**src/hw/csc_pkg.sv**
```systemverilog
// Purpose: Shared constants for the calibration session controller
// Assumes: 32-bit Avalon-MM register bus, byte addresses, 200 MHz clock
// Notes:   Offsets are byte addresses of aligned words
package csc_pkg;
    // Register byte offsets
    localparam logic [7:0] CSC_CMD_OFS    = 8'h00;
    localparam logic [7:0] CSC_ARG_OFS    = 8'h04;
    localparam logic [7:0] CSC_MODE_OFS   = 8'h08;
    localparam logic [7:0] CSC_ERR_OFS    = 8'h0c;
    localparam logic [7:0] CSC_STAT_OFS   = 8'h10;
    localparam logic [7:0] CSC_IRQ_OFS    = 8'h14;
    localparam logic [7:0] CSC_MASK_OFS   = 8'h18;
    localparam logic [7:0] CSC_VLO_OFS    = 8'h1c;
    localparam logic [7:0] CSC_VHI_OFS    = 8'h20;
    localparam logic [7:0] CSC_ILO_OFS    = 8'h24;
    localparam logic [7:0] CSC_IHI_OFS    = 8'h28;
    localparam logic [7:0] CSC_OVK_OFS    = 8'h2c;
    localparam logic [7:0] CSC_PASS_OFS   = 8'h30;
    localparam logic [7:0] CSC_NVVLO_OFS  = 8'h34;
    localparam logic [7:0] CSC_NVVHI_OFS  = 8'h38;
    localparam logic [7:0] CSC_NVILO_OFS  = 8'h3c;
    localparam logic [7:0] CSC_NVIHI_OFS  = 8'h40;
    // Command codes written to the command register
    localparam logic [3:0] CSC_C_MODE_OFF = 4'h0;
    localparam logic [3:0] CSC_C_MODE_ON  = 4'h1;
    localparam logic [3:0] CSC_C_PASS     = 4'h2;
    localparam logic [3:0] CSC_C_VSEL_LO  = 4'h3;
    localparam logic [3:0] CSC_C_VSEL_HI  = 4'h4;
    localparam logic [3:0] CSC_C_VDATA    = 4'h5;
    localparam logic [3:0] CSC_C_ISEL_LO  = 4'h6;
    localparam logic [3:0] CSC_C_ISEL_HI  = 4'h7;
    localparam logic [3:0] CSC_C_IDATA    = 4'h8;
    localparam logic [3:0] CSC_C_OVCAL    = 4'h9;
    localparam logic [3:0] CSC_C_SAVE     = 4'ha;
    // Command word layout: bit 4 marks password supplied
    localparam int         CSC_PW_GIVEN_BIT = 4;
    // Error codes
    localparam logic [2:0] CSC_E_LOCK     = 3'h1;
    localparam logic [2:0] CSC_E_PASS     = 3'h2;
    localparam logic [2:0] CSC_E_MODE     = 3'h3;
    localparam logic [2:0] CSC_E_RDBK     = 3'h4;
    localparam logic [2:0] CSC_E_PROG     = 3'h5;
    localparam logic [2:0] CSC_E_SEQ      = 3'h6;
    localparam logic [2:0] CSC_E_STATE    = 3'h7;
    // Interrupt bit positions
    localparam int         CSC_S_ERR      = 0;
    localparam int         CSC_S_VDONE    = 1;
    localparam int         CSC_S_IDONE    = 2;
    localparam int         CSC_S_OVDONE   = 3;
    localparam int         CSC_S_SAVED    = 4;
    localparam int         CSC_NIRQ       = 5;
    // Password reset value and unmapped-address read value
    localparam logic [31:0] CSC_PASS_RST  = 32'h0000_0000;
    localparam logic [31:0] CSC_UNMAPPED  = 32'h0000_0000;
    // Overvoltage calibration run time
    localparam int         CSC_CLK_MHZ    = 200;
    localparam int         CSC_OV_MS      = 3;
    localparam int         CSC_OV_CYC     = CSC_OV_MS * 1000 * CSC_CLK_MHZ;
    // Error queue depth
    localparam int         CSC_EQ_DEPTH   = 8;
    // Pass-point state, Gray along low then high
    typedef enum logic [1:0] {
        CSC_P_IDLE   = 2'b00,
        CSC_P_LO_SEL = 2'b01,
        CSC_P_LO_OK  = 2'b11,
        CSC_P_HI_SEL = 2'b10
    } csc_pt_t;
endpackage

```
**src/hw/csc_errq.sv**
```systemverilog
// Purpose: Small error-code queue with registered head
// Assumes: Push and pop are single-cycle pulses
// Notes:   Push while full drops the new code
`timescale 1ns/1ps
module csc_errq #(
    parameter int DEPTH = 8
) (
    input  wire logic       clock_in,
    input  wire logic       rst_in,
    input  wire logic       push_in,
    input  wire logic [2:0] code_in,
    input  wire logic       pop_in,
    output logic      [2:0] head_out,
    output logic            empty_out
);
    localparam int AW = $clog2(DEPTH);
    logic [2:0]  mem_r [DEPTH];
    logic [AW:0] wp_r, rp_r, wp_nxt, rp_nxt;
    logic        full;

    // Pointer arithmetic with wrap bit
    always_comb begin
        full   = (wp_r[AW] != rp_r[AW]) && (wp_r[AW-1:0] == rp_r[AW-1:0]);
        wp_nxt = (push_in && !full) ? wp_r + 1'b1 : wp_r;
        rp_nxt = (pop_in && !empty_out) ? rp_r + 1'b1 : rp_r;
    end

    always_ff @(posedge clock_in or posedge rst_in) begin
        if (rst_in) begin
            wp_r <= '0;
            rp_r <= '0;
        end else begin
            wp_r <= wp_nxt;
            rp_r <= rp_nxt;
        end
    end

    // Storage, no reset needed
    always_ff @(posedge clock_in) begin
        if (push_in && !full) begin
            mem_r[wp_r[AW-1:0]] <= code_in;
        end
    end

    // Registered head; empty head reads zero
    always_ff @(posedge clock_in or posedge rst_in) begin
        if (rst_in) begin
            head_out  <= 3'h0;
            empty_out <= 1'b1;
        end else begin
            empty_out <= (wp_nxt == rp_nxt);
            head_out  <= (wp_nxt == rp_nxt) ? 3'h0 :
                         ((wp_r == rp_nxt) ? code_in : mem_r[rp_nxt[AW-1:0]]);
        end
    end
endmodule

```
**src/hw/csc_top.sv**
```systemverilog
// Purpose: Calibration session command handler on an Avalon-MM slave
// Assumes: Analog front end supplies regulation state and OV result
// Notes:   Commands are written as words to the command register
// Functional notes
// - Commands other than enable and disable refused while off, error 3
// - Nonzero password must match, else error 2
// - Mode query returns only 0 or 1
// - Leaving mode drops unsaved constants
// - Password change only while mode is on
// - New password stored to nonvolatile at once
// - Zero password enables without a password check; lockout still refuses
// - Current constants computed after low and high
// - Voltage constants computed after both ends
// - Low point first, else sequence error 6
// - Constants saved to nonvolatile only on save
// - OV calibration needs voltage done, on, CV
// - OV calibration autonomous, stores result directly
// - Range errors: readback 4, programming 5
// - Lockout input refuses enable, error 1
// - Point select needs matching regulation mode
//
// Local design decisions: the register offsets and the Avalon-MM slave port.
`timescale 1ns/1ps
module csc_top
    import csc_pkg::*;
#(
    parameter int OV_CYCLES = csc_pkg::CSC_OV_CYC,
    parameter logic [31:0] VAL_MAX = 32'h00ff_ffff
) (
    input  wire logic        clock_in,
    input  wire logic        rst_in,
    input  wire logic [7:0]  avs_address_in,
    input  wire logic        avs_read_in,
    input  wire logic        avs_write_in,
    input  wire logic [31:0] avs_writedata_in,
    input  wire logic [3:0]  avs_byteenable_in,
    output logic      [31:0] avs_readdata_out,
    output logic             avs_waitrequest_out,
    input  wire logic        cal_lockout_in,
    input  wire logic        output_enabled_in,
    input  wire logic        constant_voltage_regulation_in,
    input  wire logic        constant_current_regulation_in,
    input  wire logic        ov_range_ok_in,
    output logic             cal_mode_out,
    output logic             ov_cal_busy_out,
    output logic             irq_out
);
    import csc_pkg::*;

    // Registered state
    logic        mode_r, mode_nxt;
    logic [31:0] arg_r, arg_nxt;
    logic [31:0] pass_r, pass_nxt;
    logic [31:0] vlo_r, vhi_r, ilo_r, ihi_r, ovk_r;
    logic [31:0] vlo_nxt, vhi_nxt, ilo_nxt, ihi_nxt, ovk_nxt;
    logic [31:0] nvvlo_r, nvvhi_r, nvilo_r, nvihi_r;
    logic [31:0] nvvlo_nxt, nvvhi_nxt, nvilo_nxt, nvihi_nxt;
    logic        vdone_r, vdone_nxt, idone_r, idone_nxt;
    csc_pt_t     vpt_r, vpt_nxt, ipt_r, ipt_nxt;
    logic [31:0] ovcnt_r, ovcnt_nxt;
    logic [CSC_NIRQ-1:0] irq_r, irq_nxt, mask_r, mask_nxt, ev;
    logic        ack_r, ack_nxt;
    logic [31:0] rdata_r, rdata_nxt;
    // Error queue handshake
    logic        epush, epop, eempty;
    logic [2:0]  ecode, ehead;
    logic        wr_cmd, cmd_pw;
    logic [3:0]  cmd;

    // Single-cycle wait so every access answers on the second edge
    assign avs_waitrequest_out = (avs_read_in || avs_write_in) && !ack_r;
    assign wr_cmd  = avs_write_in && ack_r && (avs_address_in == CSC_CMD_OFS);
    assign cmd     = avs_writedata_in[3:0];
    assign cmd_pw  = avs_writedata_in[CSC_PW_GIVEN_BIT];
    assign epop    = avs_read_in && ack_r && (avs_address_in == CSC_ERR_OFS);
    assign cal_mode_out    = mode_r;
    assign ov_cal_busy_out = (ovcnt_r != 32'h0);
    assign irq_out         = |(irq_r & mask_r);

    // Command interpreter
    always_comb begin
        mode_nxt = mode_r; pass_nxt = pass_r; arg_nxt = arg_r;
        vlo_nxt = vlo_r; vhi_nxt = vhi_r; ilo_nxt = ilo_r; ihi_nxt = ihi_r; ovk_nxt = ovk_r;
        nvvlo_nxt = nvvlo_r; nvvhi_nxt = nvvhi_r; nvilo_nxt = nvilo_r; nvihi_nxt = nvihi_r;
        vdone_nxt = vdone_r; idone_nxt = idone_r; vpt_nxt = vpt_r; ipt_nxt = ipt_r;
        ovcnt_nxt = ovcnt_r; epush = 1'b0; ecode = 3'h0; ev = '0;
        ack_nxt = (avs_read_in || avs_write_in) && !ack_r;
        // Overvoltage run counts down on its own; result stored directly
        if (ovcnt_r != 32'h0) begin
            ovcnt_nxt = ovcnt_r - 32'h1;
            if (ovcnt_r == 32'h1) begin
                if (!constant_voltage_regulation_in || !ov_range_ok_in) begin
                    epush = 1'b1;
                    ecode = constant_voltage_regulation_in ? CSC_E_PROG : CSC_E_STATE;
                end else begin
                    ovk_nxt = arg_r;
                    ev[CSC_S_OVDONE] = 1'b1;
                end
            end
        end
        if (avs_write_in && ack_r && avs_address_in == CSC_ARG_OFS) begin
            arg_nxt = avs_writedata_in;
        end
        if (wr_cmd && ovcnt_r == 32'h0) begin
            if (cmd == CSC_C_MODE_ON) begin
                if (cal_lockout_in) begin
                    epush = 1'b1; ecode = CSC_E_LOCK;
                end else if (pass_r == 32'h0) begin
                    mode_nxt = 1'b1;
                end else if (cmd_pw && arg_r == pass_r) begin
                    mode_nxt = 1'b1;
                end else begin
                    epush = 1'b1; ecode = CSC_E_PASS;
                end
            end else if (cmd == CSC_C_MODE_OFF) begin
                mode_nxt = 1'b0;
            end else if (!mode_r) begin
                epush = 1'b1; ecode = CSC_E_MODE;
            end else begin
                unique case (cmd)
                    CSC_C_PASS: begin
                        pass_nxt = arg_r;
                    end
                    CSC_C_VSEL_LO, CSC_C_VSEL_HI: begin
                        if (!constant_voltage_regulation_in) begin
                            epush = 1'b1; ecode = CSC_E_STATE;
                        end else if (cmd == CSC_C_VSEL_LO) begin
                            vpt_nxt = CSC_P_LO_SEL;
                        end else if (vpt_r == CSC_P_LO_OK) begin
                            vpt_nxt = CSC_P_HI_SEL;
                        end else begin
                            epush = 1'b1; ecode = CSC_E_SEQ;
                        end
                    end
                    CSC_C_ISEL_LO, CSC_C_ISEL_HI: begin
                        if (!constant_current_regulation_in) begin
                            epush = 1'b1; ecode = CSC_E_STATE;
                        end else if (cmd == CSC_C_ISEL_LO) begin
                            ipt_nxt = CSC_P_LO_SEL;
                        end else if (ipt_r == CSC_P_LO_OK) begin
                            ipt_nxt = CSC_P_HI_SEL;
                        end else begin
                            epush = 1'b1; ecode = CSC_E_SEQ;
                        end
                    end
                    CSC_C_VDATA: begin
                        if (vpt_r == CSC_P_LO_SEL) begin
                            vlo_nxt = arg_r; vpt_nxt = CSC_P_LO_OK;
                        end else if (vpt_r == CSC_P_HI_SEL) begin
                            vpt_nxt = CSC_P_IDLE;
                            if (arg_r > VAL_MAX || arg_r <= vlo_r) begin
                                epush = 1'b1;
                                ecode = (arg_r > VAL_MAX) ? CSC_E_PROG : CSC_E_RDBK;
                            end else begin
                                vhi_nxt = arg_r; vdone_nxt = 1'b1;
                                ev[CSC_S_VDONE] = 1'b1;
                            end
                        end else begin
                            epush = 1'b1; ecode = CSC_E_SEQ;
                        end
                    end
                    CSC_C_IDATA: begin
                        if (ipt_r == CSC_P_LO_SEL) begin
                            ilo_nxt = arg_r; ipt_nxt = CSC_P_LO_OK;
                        end else if (ipt_r == CSC_P_HI_SEL) begin
                            ipt_nxt = CSC_P_IDLE;
                            if (arg_r > VAL_MAX || arg_r <= ilo_r) begin
                                epush = 1'b1;
                                ecode = (arg_r > VAL_MAX) ? CSC_E_PROG : CSC_E_RDBK;
                            end else begin
                                ihi_nxt = arg_r; idone_nxt = 1'b1;
                                ev[CSC_S_IDONE] = 1'b1;
                            end
                        end else begin
                            epush = 1'b1; ecode = CSC_E_SEQ;
                        end
                    end
                    CSC_C_OVCAL: begin
                        if (vdone_r && output_enabled_in && constant_voltage_regulation_in) begin
                            ovcnt_nxt = 32'(OV_CYCLES);
                        end else begin
                            epush = 1'b1; ecode = CSC_E_STATE;
                        end
                    end
                    CSC_C_SAVE: begin
                        if (vdone_r) begin
                            nvvlo_nxt = vlo_r; nvvhi_nxt = vhi_r;
                        end
                        if (idone_r) begin
                            nvilo_nxt = ilo_r; nvihi_nxt = ihi_r;
                        end
                        ev[CSC_S_SAVED] = 1'b1;
                    end
                    default: begin
                        epush = 1'b1; ecode = CSC_E_SEQ;
                    end
                endcase
            end
        end
        // Leaving the mode discards unsaved constants
        if (mode_r && !mode_nxt) begin
            vlo_nxt = nvvlo_r; vhi_nxt = nvvhi_r; ilo_nxt = nvilo_r; ihi_nxt = nvihi_r;
            vdone_nxt = 1'b0; idone_nxt = 1'b0;
            vpt_nxt = CSC_P_IDLE; ipt_nxt = CSC_P_IDLE;
        end
        ev[CSC_S_ERR] = epush;
        // Set wins over write-one-to-clear
        mask_nxt = mask_r;
        irq_nxt  = irq_r;
        if (avs_write_in && ack_r && avs_address_in == CSC_IRQ_OFS && avs_byteenable_in[0]) begin
            irq_nxt = irq_r & ~avs_writedata_in[CSC_NIRQ-1:0];
        end
        if (avs_write_in && ack_r && avs_address_in == CSC_MASK_OFS && avs_byteenable_in[0]) begin
            mask_nxt = avs_writedata_in[CSC_NIRQ-1:0];
        end
        irq_nxt = irq_nxt | ev;
    end

    // Read mux, data registered on the wait cycle
    always_comb begin
        rdata_nxt = CSC_UNMAPPED;
        unique case (avs_address_in)
            CSC_ARG_OFS:   rdata_nxt = arg_r;
            CSC_MODE_OFS:  rdata_nxt = {31'h0, mode_r};
            CSC_ERR_OFS:   rdata_nxt = {29'h0, ehead};
            CSC_STAT_OFS:  rdata_nxt = {26'h0, ov_cal_busy_out, vdone_r, idone_r,
                                        vpt_r == CSC_P_HI_SEL, ipt_r == CSC_P_HI_SEL, !eempty};
            CSC_IRQ_OFS:   rdata_nxt = {27'h0, irq_r};
            CSC_MASK_OFS:  rdata_nxt = {27'h0, mask_r};
            CSC_VLO_OFS:   rdata_nxt = vlo_r;
            CSC_VHI_OFS:   rdata_nxt = vhi_r;
            CSC_ILO_OFS:   rdata_nxt = ilo_r;
            CSC_IHI_OFS:   rdata_nxt = ihi_r;
            CSC_OVK_OFS:   rdata_nxt = ovk_r;
            CSC_NVVLO_OFS: rdata_nxt = nvvlo_r;
            CSC_NVVHI_OFS: rdata_nxt = nvvhi_r;
            CSC_NVILO_OFS: rdata_nxt = nvilo_r;
            CSC_NVIHI_OFS: rdata_nxt = nvihi_r;
            default:       rdata_nxt = CSC_UNMAPPED;
        endcase
    end

    // State registers; reset leaves the mode off
    always_ff @(posedge clock_in or posedge rst_in) begin
        if (rst_in) begin
            mode_r <= 1'b0;
            pass_r <= CSC_PASS_RST; arg_r <= 32'h0;
            vlo_r <= 32'h0; vhi_r <= 32'h0; ilo_r <= 32'h0; ihi_r <= 32'h0; ovk_r <= 32'h0;
            nvvlo_r <= 32'h0; nvvhi_r <= 32'h0; nvilo_r <= 32'h0; nvihi_r <= 32'h0;
            vdone_r <= 1'b0; idone_r <= 1'b0; vpt_r <= CSC_P_IDLE; ipt_r <= CSC_P_IDLE;
            ovcnt_r <= 32'h0; irq_r <= '0; mask_r <= '0; ack_r <= 1'b0;
            avs_readdata_out <= 32'h0;
        end else begin
            mode_r <= mode_nxt; pass_r <= pass_nxt; arg_r <= arg_nxt;
            vlo_r <= vlo_nxt; vhi_r <= vhi_nxt; ilo_r <= ilo_nxt; ihi_r <= ihi_nxt; ovk_r <= ovk_nxt;
            nvvlo_r <= nvvlo_nxt; nvvhi_r <= nvvhi_nxt; nvilo_r <= nvilo_nxt; nvihi_r <= nvihi_nxt;
            vdone_r <= vdone_nxt; idone_r <= idone_nxt; vpt_r <= vpt_nxt; ipt_r <= ipt_nxt;
            ovcnt_r <= ovcnt_nxt; irq_r <= irq_nxt; mask_r <= mask_nxt; ack_r <= ack_nxt;
            avs_readdata_out <= rdata_nxt;
        end
    end

    // Error codes held for one-by-one readback
    csc_errq #(.DEPTH(CSC_EQ_DEPTH)) u_errq (
        .clock_in  (clock_in),
        .rst_in    (rst_in),
        .push_in   (epush),
        .code_in   (ecode),
        .pop_in    (epop),
        .head_out  (ehead),
        .empty_out (eempty)
    );

    // Checks
    a_off_refuses: assert property (@(posedge clock_in) disable iff (rst_in)
        wr_cmd && !mode_r && ovcnt_r == 0 && cmd > CSC_C_MODE_ON |-> epush && ecode == CSC_E_MODE)
        else $error("command accepted while mode off");
    a_bad_pass: assert property (@(posedge clock_in) disable iff (rst_in)
        wr_cmd && !mode_r && ovcnt_r == 0 && cmd == CSC_C_MODE_ON && !cal_lockout_in && pass_r != 0
        && arg_r != pass_r |=> !mode_r && $past(epush))
        else $error("wrong password enabled mode");
    a_mode_query: assert property (@(posedge clock_in) disable iff (rst_in)
        $rose(ack_r) && avs_read_in && avs_address_in == CSC_MODE_OFS |=> avs_readdata_out[31:1] == 0)
        else $error("mode query leaks bits");
    a_drop_unsaved: assert property (@(posedge clock_in) disable iff (rst_in)
        $fell(mode_r) |-> vlo_r == nvvlo_r && ihi_r == nvihi_r && !vdone_r)
        else $error("unsaved constants kept");
    a_pass_store: assert property (@(posedge clock_in) disable iff (rst_in)
        wr_cmd && mode_r && ovcnt_r == 0 && cmd == CSC_C_PASS |=> pass_r == $past(arg_r))
        else $error("password not stored");
    a_zero_pass: assert property (@(posedge clock_in) disable iff (rst_in)
        wr_cmd && ovcnt_r == 0 && cmd == CSC_C_MODE_ON && !cal_lockout_in && pass_r == 0 |=> mode_r)
        else $error("zero password did not enable");
    a_seq_order: assert property (@(posedge clock_in) disable iff (rst_in)
        wr_cmd && mode_r && ovcnt_r == 0 && cmd == CSC_C_VSEL_HI && constant_voltage_regulation_in
        && vpt_r != CSC_P_LO_OK |-> ecode == CSC_E_SEQ)
        else $error("high point before low accepted");
    a_save_only: assert property (@(posedge clock_in) disable iff (rst_in)
        nvvlo_r != $past(nvvlo_r) |-> $past(wr_cmd && cmd == CSC_C_SAVE))
        else $error("nonvolatile changed without save");
    a_ov_guard: assert property (@(posedge clock_in) disable iff (rst_in)
        $rose(ov_cal_busy_out) |-> $past(vdone_r && output_enabled_in && constant_voltage_regulation_in))
        else $error("overvoltage run started illegally");
    a_lock_out: assert property (@(posedge clock_in) disable iff (rst_in)
        wr_cmd && ovcnt_r == 0 && cmd == CSC_C_MODE_ON && cal_lockout_in |-> ecode == CSC_E_LOCK ##1 !$rose(mode_r))
        else $error("lockout ignored");
    a_sel_mode: assert property (@(posedge clock_in) disable iff (rst_in)
        wr_cmd && mode_r && ovcnt_r == 0 && cmd == CSC_C_ISEL_LO && !constant_current_regulation_in
        |-> ecode == CSC_E_STATE)
        else $error("current select outside current regulation");
    c_enable: cover property (@(posedge clock_in) $rose(mode_r));
    c_vdone: cover property (@(posedge clock_in) $rose(vdone_r));
    c_ovdone: cover property (@(posedge clock_in) ev[CSC_S_OVDONE]);
    c_err_read: cover property (@(posedge clock_in) epop && !eempty);
endmodule

```
**config.mk**
```make
export PLATFORM = sky130hd
export DESIGN_NAME = csc_top
export DESIGN_NICKNAME = d
export VERILOG_FILES = /design/src/hw/csc_pkg.sv /design/src/hw/csc_errq.sv /design/src/hw/csc_top.sv
export SDC_FILE = /design/constraint.sdc
export NUM_CORES = 1
export LEC_CHECK = 0
export BUFFER_PORTS_ARGS = -buffer_cell sky130_fd_sc_hd__buf_2
export CAP_MARGIN = 20
export CORE_MARGIN = 5
export CORE_UTILIZATION = 50
export DETAILED_ROUTE_END_ITERATION = 12
export GPL_TIMING_DRIVEN = 0
export HOLD_SLACK_MARGIN = 0.15
export PLACE_DENSITY_LB_ADDON = 0.1
export SYNTH_ARGS = -nofsm -noshare
export SYNTH_HDL_FRONTEND = slang
export SYNTH_SLANG_ARGS = --single-unit
export TNS_END_PERCENT = 20
```
**constraint.sdc**
```tcl
create_clock -name clock_in -period 33.2 [get_ports clock_in]
set_input_delay 1.66 -clock clock_in [delete_from_list [all_inputs] [get_ports clock_in]]
set_output_delay 1.66 -clock clock_in [all_outputs]
set_load 0.02 [all_outputs]
```
==> metrics.txt, run 1 <==
# TYPE chip_impl_metric gauge
chip_impl_metric{name="detail_route.first_pass.iterations",unit=""} 6
chip_impl_metric{name="timing_max_transition_violations_final",unit=""} 0
chip_impl_metric{name="final_setup_tns",unit="ps"} 0
chip_impl_metric{name="drive_gt1_frac",unit=""} 0.1784
chip_impl_metric{name="ys_types",unit=""} 81
chip_impl_metric{name="cts_sinks",unit=""} 470
chip_impl_metric{name="area.growth.synth_to_final",unit="%"} 13.16
chip_impl_info{name="root_buffer",value="sky130_fd_sc_hd__clkbuf_16"} 1
chip_impl_metric{name="detail_route.drc_violations",unit=""} 0
chip_impl_metric{name="crit_fanout",unit=""} 10
chip_impl_info{name="cts_tree",value="yes"} 1
chip_impl_metric{name="post-place-ws",unit="ps"} 27920
chip_impl_metric{name="postSynth.asyncResetShare",unit=""} 0.9489
chip_impl_metric{name="filler_cell_count",unit=""} 3994
chip_impl_metric{name="report.power.total",unit="mW"} 1.196
chip_impl_metric{name="r2r_slack",unit="ps"} 28680
chip_impl_info{name="yosys_most_used_dff",value="sky130_fd_sc_hd__dfrtp_1"} 1
chip_impl_metric{name="finalHoldViolCount",unit=""} 0
chip_impl_metric{name="synth.top_cell.area_share",unit=""} 0.4839
chip_impl_info{name="critPathLaunchType",value="input port"} 1
chip_impl_metric{name="cap_viol_max_count",unit=""} 0
chip_impl_metric{name="grt.overflow.total",unit=""} 0
chip_impl_metric{name="largest_net_degree_at_the_start_of_global_routing",unit=""} 123
chip_impl_info{name="yosysTopAreaCell",value="sky130_fd_sc_hd__dfrtp_1"} 1
chip_impl_metric{name="totalWireLength",unit="um"} 80170
chip_impl_metric{name="grt_pass1_wl",unit="um"} 118900
chip_impl_metric{name="synth_area",unit="um2"} 23010
chip_impl_metric{name="power_leakage",unit="nW"} 11.82
chip_impl_metric{name="synth_nets",unit=""} 2236
chip_impl_metric{name="number_of_cts_inserted_buffers",unit=""} 52
chip_impl_metric{name="post-route-min-period",unit="ps"} 4953
chip_impl_metric{name="net_total_in_the_final_layout",unit=""} 2386
chip_impl_info{name="post-synth-top-count-cell",value="sky130_fd_sc_hd__dfrtp_1"} 1
chip_impl_metric{name="post_synth_edffs",unit=""} 24
chip_impl_metric{name="timing.max_slew.rel_slack",unit=""} 0.1376
chip_impl_metric{name="worst_clock_skew",unit="ps"} 25.65
chip_impl_metric{name="finalWeightedCongestion",unit=""} 0.9739
chip_impl_info{name="critPathCaptureType",value="flip-flop"} 1
chip_impl_metric{name="period_share",unit=""} 0.1492
chip_impl_metric{name="h_tree_depth",unit=""} 2
chip_impl_info{name="criticalPathCategory",value="input port to flip-flop"} 1
chip_impl_metric{name="yosys_register_bits",unit=""} 470
chip_impl_metric{name="floorplan.io_pins",unit=""} 89
chip_impl_metric{name="insertion_delay",unit="ps"} 620
chip_impl_metric{name="grt_use_total",unit=""} 0.3141
chip_impl_metric{name="postCtsSetupBuffers",unit=""} 0
chip_impl_metric{name="holdBufCountCts",unit=""} 0
chip_impl_metric{name="vias_per_cell",unit=""} 6.376
chip_impl_metric{name="max_clock_freq",unit="MHz"} 201.9
chip_impl_info{name="min-delay-path-class",value="flip-flop to flip-flop"} 1
chip_impl_metric{name="initialDrtViolationCount",unit=""} 2244
chip_impl_metric{name="share_of_synthesized_area_occupied_by_flip_flops_and_latches",unit=""} 0.5163
chip_impl_metric{name="cp.required",unit="ps"} 33740
chip_impl_info{name="yosys-top-cells-count",value="445 x sky130_fd_sc_hd__dfrtp_1, 236 x sky130_fd_sc_hd__nand2_1, 175 x sky130_fd_sc_hd__o21ai_1"} 1
chip_impl_metric{name="synth-warning-count",unit=""} 0
chip_impl_info{name="status",value="complete, no violations"} 1
chip_impl_metric{name="placeableCoreArea",unit="um2"} 45480
chip_impl_metric{name="setup-violations-final",unit=""} 0
chip_impl_metric{name="grt_pass1_vias",unit=""} 18310
chip_impl_metric{name="finish.instance_area",unit="um2"} 26040
chip_impl_metric{name="die-area",unit="um2"} 50420
chip_impl_metric{name="die_y",unit="um"} 224.5
chip_impl_metric{name="dr_total_vias",unit=""} 18520
chip_impl_metric{name="worst_slack",unit="ps"} 28250
chip_impl_metric{name="antenna_found_initial",unit=""} 2
chip_impl_metric{name="synth.avg_cell_area",unit="um2"} 10.90
chip_impl_metric{name="routedWlPerCell",unit="um"} 27.60
chip_impl_metric{name="antenna_violating_nets_post_route",unit=""} 0
chip_impl_metric{name="floorplan.die.width",unit="um"} 224.5
chip_impl_metric{name="worst_pin_slew",unit="ps"} 1294
chip_impl_info{name="rsz0062_at_grt",value="false"} 1
chip_impl_metric{name="cellPowerDensity",unit="nW/um2"} 45.92
chip_impl_metric{name="starting_density_of_the_core",unit=""} 0.5060
chip_impl_metric{name="synthCells",unit=""} 2112
chip_impl_metric{name="fp-row-count",unit=""} 78
chip_impl_metric{name="post_cts_resize_count",unit=""} 0
chip_impl_metric{name="ir_drop",unit="uV"} 38.99
chip_impl_metric{name="critPathArrivalTime",unit="ps"} 5490
chip_impl_metric{name="finalHoldWorstSlack",unit="ps"} 464.9
chip_impl_info{name="largest_cells_by_area_after_synthesis",value="sky130_fd_sc_hd__dfrtp_1 48%, sky130_fd_sc_hd__mux2_2 4.8%, sky130_fd_sc_hd__mux2_4 4.3%, sky130_fd_sc_hd__ha_1 3.9%, sky130_fd_sc_hd__nand2_1 3.8%"} 1
chip_impl_metric{name="path_clk_slew",unit="ps"} 60
chip_impl_metric{name="io_buffer_count",unit=""} 83
chip_impl_metric{name="cell_area_after_placement",unit="um2"} 24380
chip_impl_metric{name="clk_path_buf_depth",unit=""} 3
chip_impl_metric{name="dpl.hpwl",unit="um"} 56070
[per-stage QoR]
| step | std cells | utilization |
|---|---|---|
| final | 2905 | 0.5726 |
| after floorplan | 2112 | - |
| after global placement | 2795 | 0.5317 |
| after global routing | 2904 | 0.5725 |
| after CTS | 2901 | 0.5717 |
| after detailed placement | 2805 | 0.5360 |
[per-layer routing]
| layer | part of all wire | global-route usage | up-vias |
|---|---|---|---|
| met5 | 0.00016 | 0 | - |
| met4 | 0.054 | 0.1479 | 2 |
| met3 | 0.10 | 0.07322 | 240 |
| met2 | 0.44 | 0.4811 | 1026 |
| met1 | 0.40 | 0.4267 | 9228 |
| li1 | - | - | 8027 |
[report_power, final]
| group | leakage, nW | internal (mW) | switching, mW |
|---|---|---|---|
| Sequential | 6.36 | 0.578 | 0.00530 |
| Combinational | 4.67 | 0.0165 | 0.0357 |
| Clock | 0.791 | 0.319 | 0.241 |
[cell type report]
cell class,count,area [um2],area share
diodes,1,2.502,0.00009609
plain buffers,115,575.6,0.02210
clock buffers,79,1504,0.05775
clock inverters,17,120.1,0.004612
inverters,82,315.3,0.01211
multi-input cells,1445,10250,0.3935
flip-flops and latches,470,11880,0.4563
well taps,600,750.7,0.02883
repair buffers,96,643.1,0.02470
[worst paths after layout]
kind	startpoint	end	cells after the start
min in group asynchronous	rst_in	avs_readdata_out[21]	2
max reg2reg	arg_r[7]	vhi_r[4]	11
min	ovcnt_r[31]	ovcnt_r[31]	1
max	avs_address_in[1]	avs_readdata_out[19]	8
min reg2reg	ovcnt_r[31]	ovcnt_r[31]	1
max in group asynchronous	rst_in	nvvhi_r[5]	3
[state kept, by name (all words and copies together), names as in the netlist, 24 cells and up]
signal            cells
vhi_r                32
nvilo_r              32
pass_r               32
ovk_r                32
ihi_r                32
nvvlo_r              32
ovcnt_r              32
vlo_r                32
nvvhi_r              32
ilo_r                32
arg_r                32
avs_readdata_out     32
u_errq.mem_r         24
nvihi_r              32
[layout by cell type (no fill, tap or decap), drive strengths merged, types with 9 or more instances in the layout]
master  count
nor3       18
o21ai     218
nor2       52
or3         9
xnor2      49
xor2       24
clkbuf    148
nand3      22
mux2      164
a22oi      96
a21oi     150
dfrtp     445
clkinv     12
inv        84
nor4       28
a22o       49
nand2     240
nor2b      41
mux2i      15
ha         71
nand2b      9
nand4      58
edfxtp     24
buf       142
a221oi     40
[worst max-delay path: stages]
cell and delay, ps:
sky130_fd_sc_hd__buf_2 100, sky130_fd_sc_hd__nor2_1 160, sky130_fd_sc_hd__nand3_1 340, sky130_fd_sc_hd__nor2_1 800, sky130_fd_sc_hd__clkbuf_1 940, sky130_fd_sc_hd__clkbuf_1 1020, sky130_fd_sc_hd__a22oi_1 290, sky130_fd_sc_hd__nand4_1 150
[cells by family after synthesis]
family          count (synthesis)  synth area share
compound gates                604            0.1641
simple gates                  515            0.1141
flops                         470            0.5163
buf+inv                       197           0.03838
mux                           182            0.1006
xor+xnor                       73           0.02778
fa+ha+maj                      71           0.03860
Power figures use the tool's default switching activity.
==> run 2: changes to the inputs <==
ABC_AREA = 1   (was default)
clock period = 4.75 ns   (was 33.2 ns; I/O delays follow)
==> run 2 against run 1 <==
  * Total power grew to 7.2 times the previous value
  * Utilization grew 0.43 points
  * Worst setup slack lost 28000 ps
  * Largest cell class unchanged
==> metrics.txt, run 2 <==
# TYPE chip_impl_metric gauge
chip_impl_metric{name="area.growth.synth_to_final",unit="%"} 14.99
chip_impl_metric{name="net_total_in_the_final_layout",unit=""} 3210
chip_impl_metric{name="report.power.total",unit="mW"} 8.561
chip_impl_info{name="root_buffer",value="sky130_fd_sc_hd__clkbuf_16"} 1
chip_impl_metric{name="synth_area",unit="um2"} 23800
chip_impl_metric{name="synthCells",unit=""} 2893
chip_impl_metric{name="largest_net_degree_at_the_start_of_global_routing",unit=""} 43
chip_impl_info{name="final_common_cell",value="sky130_fd_sc_hd__nand2_1"} 1
chip_impl_metric{name="detail_route.drc_violations",unit=""} 0
chip_impl_metric{name="final_setup_tns",unit="ps"} 0
chip_impl_metric{name="number_of_cts_inserted_buffers",unit=""} 53
chip_impl_metric{name="floorplan.die.width",unit="um"} 228.2
chip_impl_metric{name="path_clk_slew",unit="ps"} 60
chip_impl_info{name="post-synth-top-count-cell",value="sky130_fd_sc_hd__nand2_1"} 1
chip_impl_metric{name="cts_sinks",unit=""} 470
chip_impl_metric{name="setup-violations-final",unit=""} 0
chip_impl_metric{name="ys_types",unit=""} 60
chip_impl_metric{name="antenna-diode-count",unit=""} 0
chip_impl_metric{name="place_inst",unit=""} 3607
chip_impl_metric{name="cap_viol_max_count",unit=""} 0
chip_impl_metric{name="dpl.hpwl",unit="um"} 60820
chip_impl_info{name="status",value="complete, no violations"} 1
chip_impl_metric{name="postSynth.asyncResetShare",unit=""} 0.9489
chip_impl_metric{name="synth-warning-count",unit=""} 0
chip_impl_info{name="criticalPathCategory",value="flip-flop to flip-flop"} 1
chip_impl_metric{name="post_cts_resize_count",unit=""} 0
chip_impl_metric{name="grt.overflow.total",unit=""} 0
chip_impl_metric{name="grt_pass1_vias",unit=""} 21580
chip_impl_info{name="layout.cells.most_common_list",value="551 x sky130_fd_sc_hd__nand2_1, 445 x sky130_fd_sc_hd__dfrtp_1, 437 x sky130_fd_sc_hd__inv_1, 328 x sky130_fd_sc_hd__o21ai_0, 290 x sky130_fd_sc_hd__nor2_1"} 1
chip_impl_metric{name="post-place-ws",unit="ps"} 628.9
chip_impl_info{name="critPathLaunchType",value="flip-flop"} 1
chip_impl_metric{name="starting_density_of_the_core",unit=""} 0.5017
chip_impl_info{name="min-delay-path-class",value="input port to async pin"} 1
chip_impl_metric{name="yosys_register_bits",unit=""} 470
chip_impl_info{name="rsz0062_at_grt",value="false"} 1
chip_impl_metric{name="max_clock_freq",unit="MHz"} 236.0
chip_impl_metric{name="grt_use_total",unit=""} 0.3219
chip_impl_metric{name="final_util",unit=""} 0.5769
chip_impl_metric{name="totalWireLength",unit="um"} 85130
chip_impl_metric{name="io_buffer_count",unit=""} 85
chip_impl_metric{name="post-route-min-period",unit="ps"} 4237
chip_impl_metric{name="synth.avg_cell_area",unit="um2"} 8.228
chip_impl_metric{name="cellPowerDensity",unit="nW/um2"} 312.8
chip_impl_info{name="yosysTopAreaCell",value="sky130_fd_sc_hd__dfrtp_1"} 1
chip_impl_metric{name="timing_max_transition_violations_final",unit=""} 0
chip_impl_info{name="yosys_most_used_dff",value="sky130_fd_sc_hd__dfrtp_1"} 1
chip_impl_metric{name="holdBufCountCts",unit=""} 39
chip_impl_metric{name="finalHoldViolCount",unit=""} 0
chip_impl_metric{name="detail_route.first_pass.iterations",unit=""} 6
chip_impl_info{name="largest_cells_by_area_after_synthesis",value="sky130_fd_sc_hd__dfrtp_1 47%, sky130_fd_sc_hd__nand2_1 8.7%, sky130_fd_sc_hd__inv_1 6.9%, sky130_fd_sc_hd__o21ai_0 6.9%, sky130_fd_sc_hd__nor2_1 4.6%"} 1
chip_impl_info{name="critPathCaptureType",value="flip-flop"} 1
chip_impl_metric{name="ir_drop",unit="uV"} 267.4
chip_impl_info{name="yosys-top-cells-count",value="551 x sky130_fd_sc_hd__nand2_1, 445 x sky130_fd_sc_hd__dfrtp_1, 438 x sky130_fd_sc_hd__inv_1"} 1
chip_impl_metric{name="clk_path_buf_depth",unit=""} 3
chip_impl_metric{name="antenna_violating_nets_post_route",unit=""} 0
chip_impl_metric{name="worst_slack",unit="ps"} 512.9
chip_impl_metric{name="share_of_synthesized_area_occupied_by_flip_flops_and_latches",unit=""} 0.4992
chip_impl_metric{name="critPathArrivalTime",unit="ps"} 4710
chip_impl_metric{name="finalWeightedCongestion",unit=""} 0.9512
chip_impl_metric{name="dr_total_vias",unit=""} 21760
chip_impl_metric{name="initialDrtViolationCount",unit=""} 2759
chip_impl_metric{name="h_tree_depth",unit=""} 2
chip_impl_info{name="cts_tree",value="yes"} 1
chip_impl_metric{name="crit_fanout",unit=""} 10
chip_impl_metric{name="worst_clock_skew",unit="ps"} 32.72
chip_impl_metric{name="placeableCoreArea",unit="um2"} 47450
chip_impl_metric{name="synth_nets",unit=""} 3017
chip_impl_metric{name="die_y",unit="um"} 228.2
chip_impl_metric{name="routedWlPerCell",unit="um"} 22.76
chip_impl_metric{name="synth.top_cell.area_share",unit=""} 0.4678
chip_impl_metric{name="power_leakage",unit="nW"} 12.43
chip_impl_metric{name="die-area",unit="um2"} 52070
chip_impl_metric{name="grt_pass1_wl",unit="um"} 129700
chip_impl_metric{name="floorplan.io_pins",unit=""} 89
chip_impl_metric{name="period_share",unit=""} 0.8920
chip_impl_metric{name="worst_pin_slew",unit="ps"} 1202
chip_impl_metric{name="insertion_delay",unit="ps"} 610
chip_impl_metric{name="filler_cell_count",unit=""} 4356
chip_impl_metric{name="timing.max_slew.rel_slack",unit=""} 0.1985
chip_impl_metric{name="fp-row-count",unit=""} 80
chip_impl_metric{name="antenna_found_initial",unit=""} 1
chip_impl_metric{name="postCtsSetupBuffers",unit=""} 0
chip_impl_metric{name="vias_per_cell",unit=""} 5.816
chip_impl_metric{name="drive_gt1_frac",unit=""} 0.07965
chip_impl_metric{name="cp.required",unit="ps"} 5220
chip_impl_metric{name="final_cell_count_no_fill",unit=""} 3741
chip_impl_metric{name="post_synth_edffs",unit=""} 24
[run 2: cell families after synthesis]
kind of cell / share of synthesized area
flip-flops: 0.4992
multiplexers: 0.005520
buffers and inverters: 0.09315
AO/OA/AOI/OAI: 0.1691
AND/OR/NAND/NOR: 0.1792
XOR/XNOR: 0.01656
adder cells (fa/ha/maj): 0.03732
[run 2: per-stage QoR]
stage          area (um2)  hold WS, ps
3_3_place_gp        25000        443.7
6_report            27370        166.4
5_1_grt             27370        217.5
3_5_place_dp        25270        239.7
4_1_cts             27370        156.0
2_1_floorplan       23810        396.1
[run 2: layout make-up]
class | count | area [um2] | share of cell area
plain buffers | 123 | 506.7 | 0.01851
clock buffers | 81 | 1521 | 0.05559
inverters | 455 | 1714 | 0.06263
multi-input cells | 1845 | 9708 | 0.3547
flip-flops and latches | 470 | 11880 | 0.4341
well taps | 615 | 769.5 | 0.02811
repair buffers | 138 | 1075 | 0.03927
clock inverters | 14 | 193.9 | 0.007085
[run 2: routing by layer]
layer  share of wire  vias to the layer above  GRT usage
met5         0.00015                        -          0
met3            0.11                      238    0.06963
met2            0.45                     1123     0.5148
li1                -                     9943          -
met4           0.040                        2     0.1184
met1            0.40                    10450     0.4358
[run 2: worst paths after layout]
kind	start	endpoint	slack (ps)	cells past startpoint
min	rst_in	nvihi_r[11]	170	3
max	arg_r[26]	ihi_r[5]	510	13
max reg2reg	arg_r[26]	ihi_r[5]	510	13
min in group clock_in	constant_voltage_regulation_in	vpt_r[1]	200	5
max in group asynchronous	rst_in	nvvhi_r[26]	3240	7
min reg2reg	ack_r	ack_r	470	1
[run 2: critical path, cell delays in order (launching register included)]
cell	delay, ps
sky130_fd_sc_hd__dfrtp_1	530
sky130_fd_sc_hd__ha_1	360
sky130_fd_sc_hd__nand2_1	60
sky130_fd_sc_hd__nor2_1	130
sky130_fd_sc_hd__nand2_1	120
sky130_fd_sc_hd__nor4_1	850
sky130_fd_sc_hd__nand4_1	470
sky130_fd_sc_hd__nand3_1	230
sky130_fd_sc_hd__o21ai_0	90
sky130_fd_sc_hd__nand2_1	300
sky130_fd_sc_hd__clkbuf_1	670
sky130_fd_sc_hd__nand2_1	80
sky130_fd_sc_hd__o21ai_0	110
sky130_fd_sc_hd__inv_1	60
[run 2: power breakdown]
| part | switching, mW | internal [mW] |
|---|---|---|
| sequential | 0.0260 | 4.04 |
| clock | 1.70 | 2.46 |
| combinational | 0.225 | 0.110 |
| total | 1.95 | 6.61 |
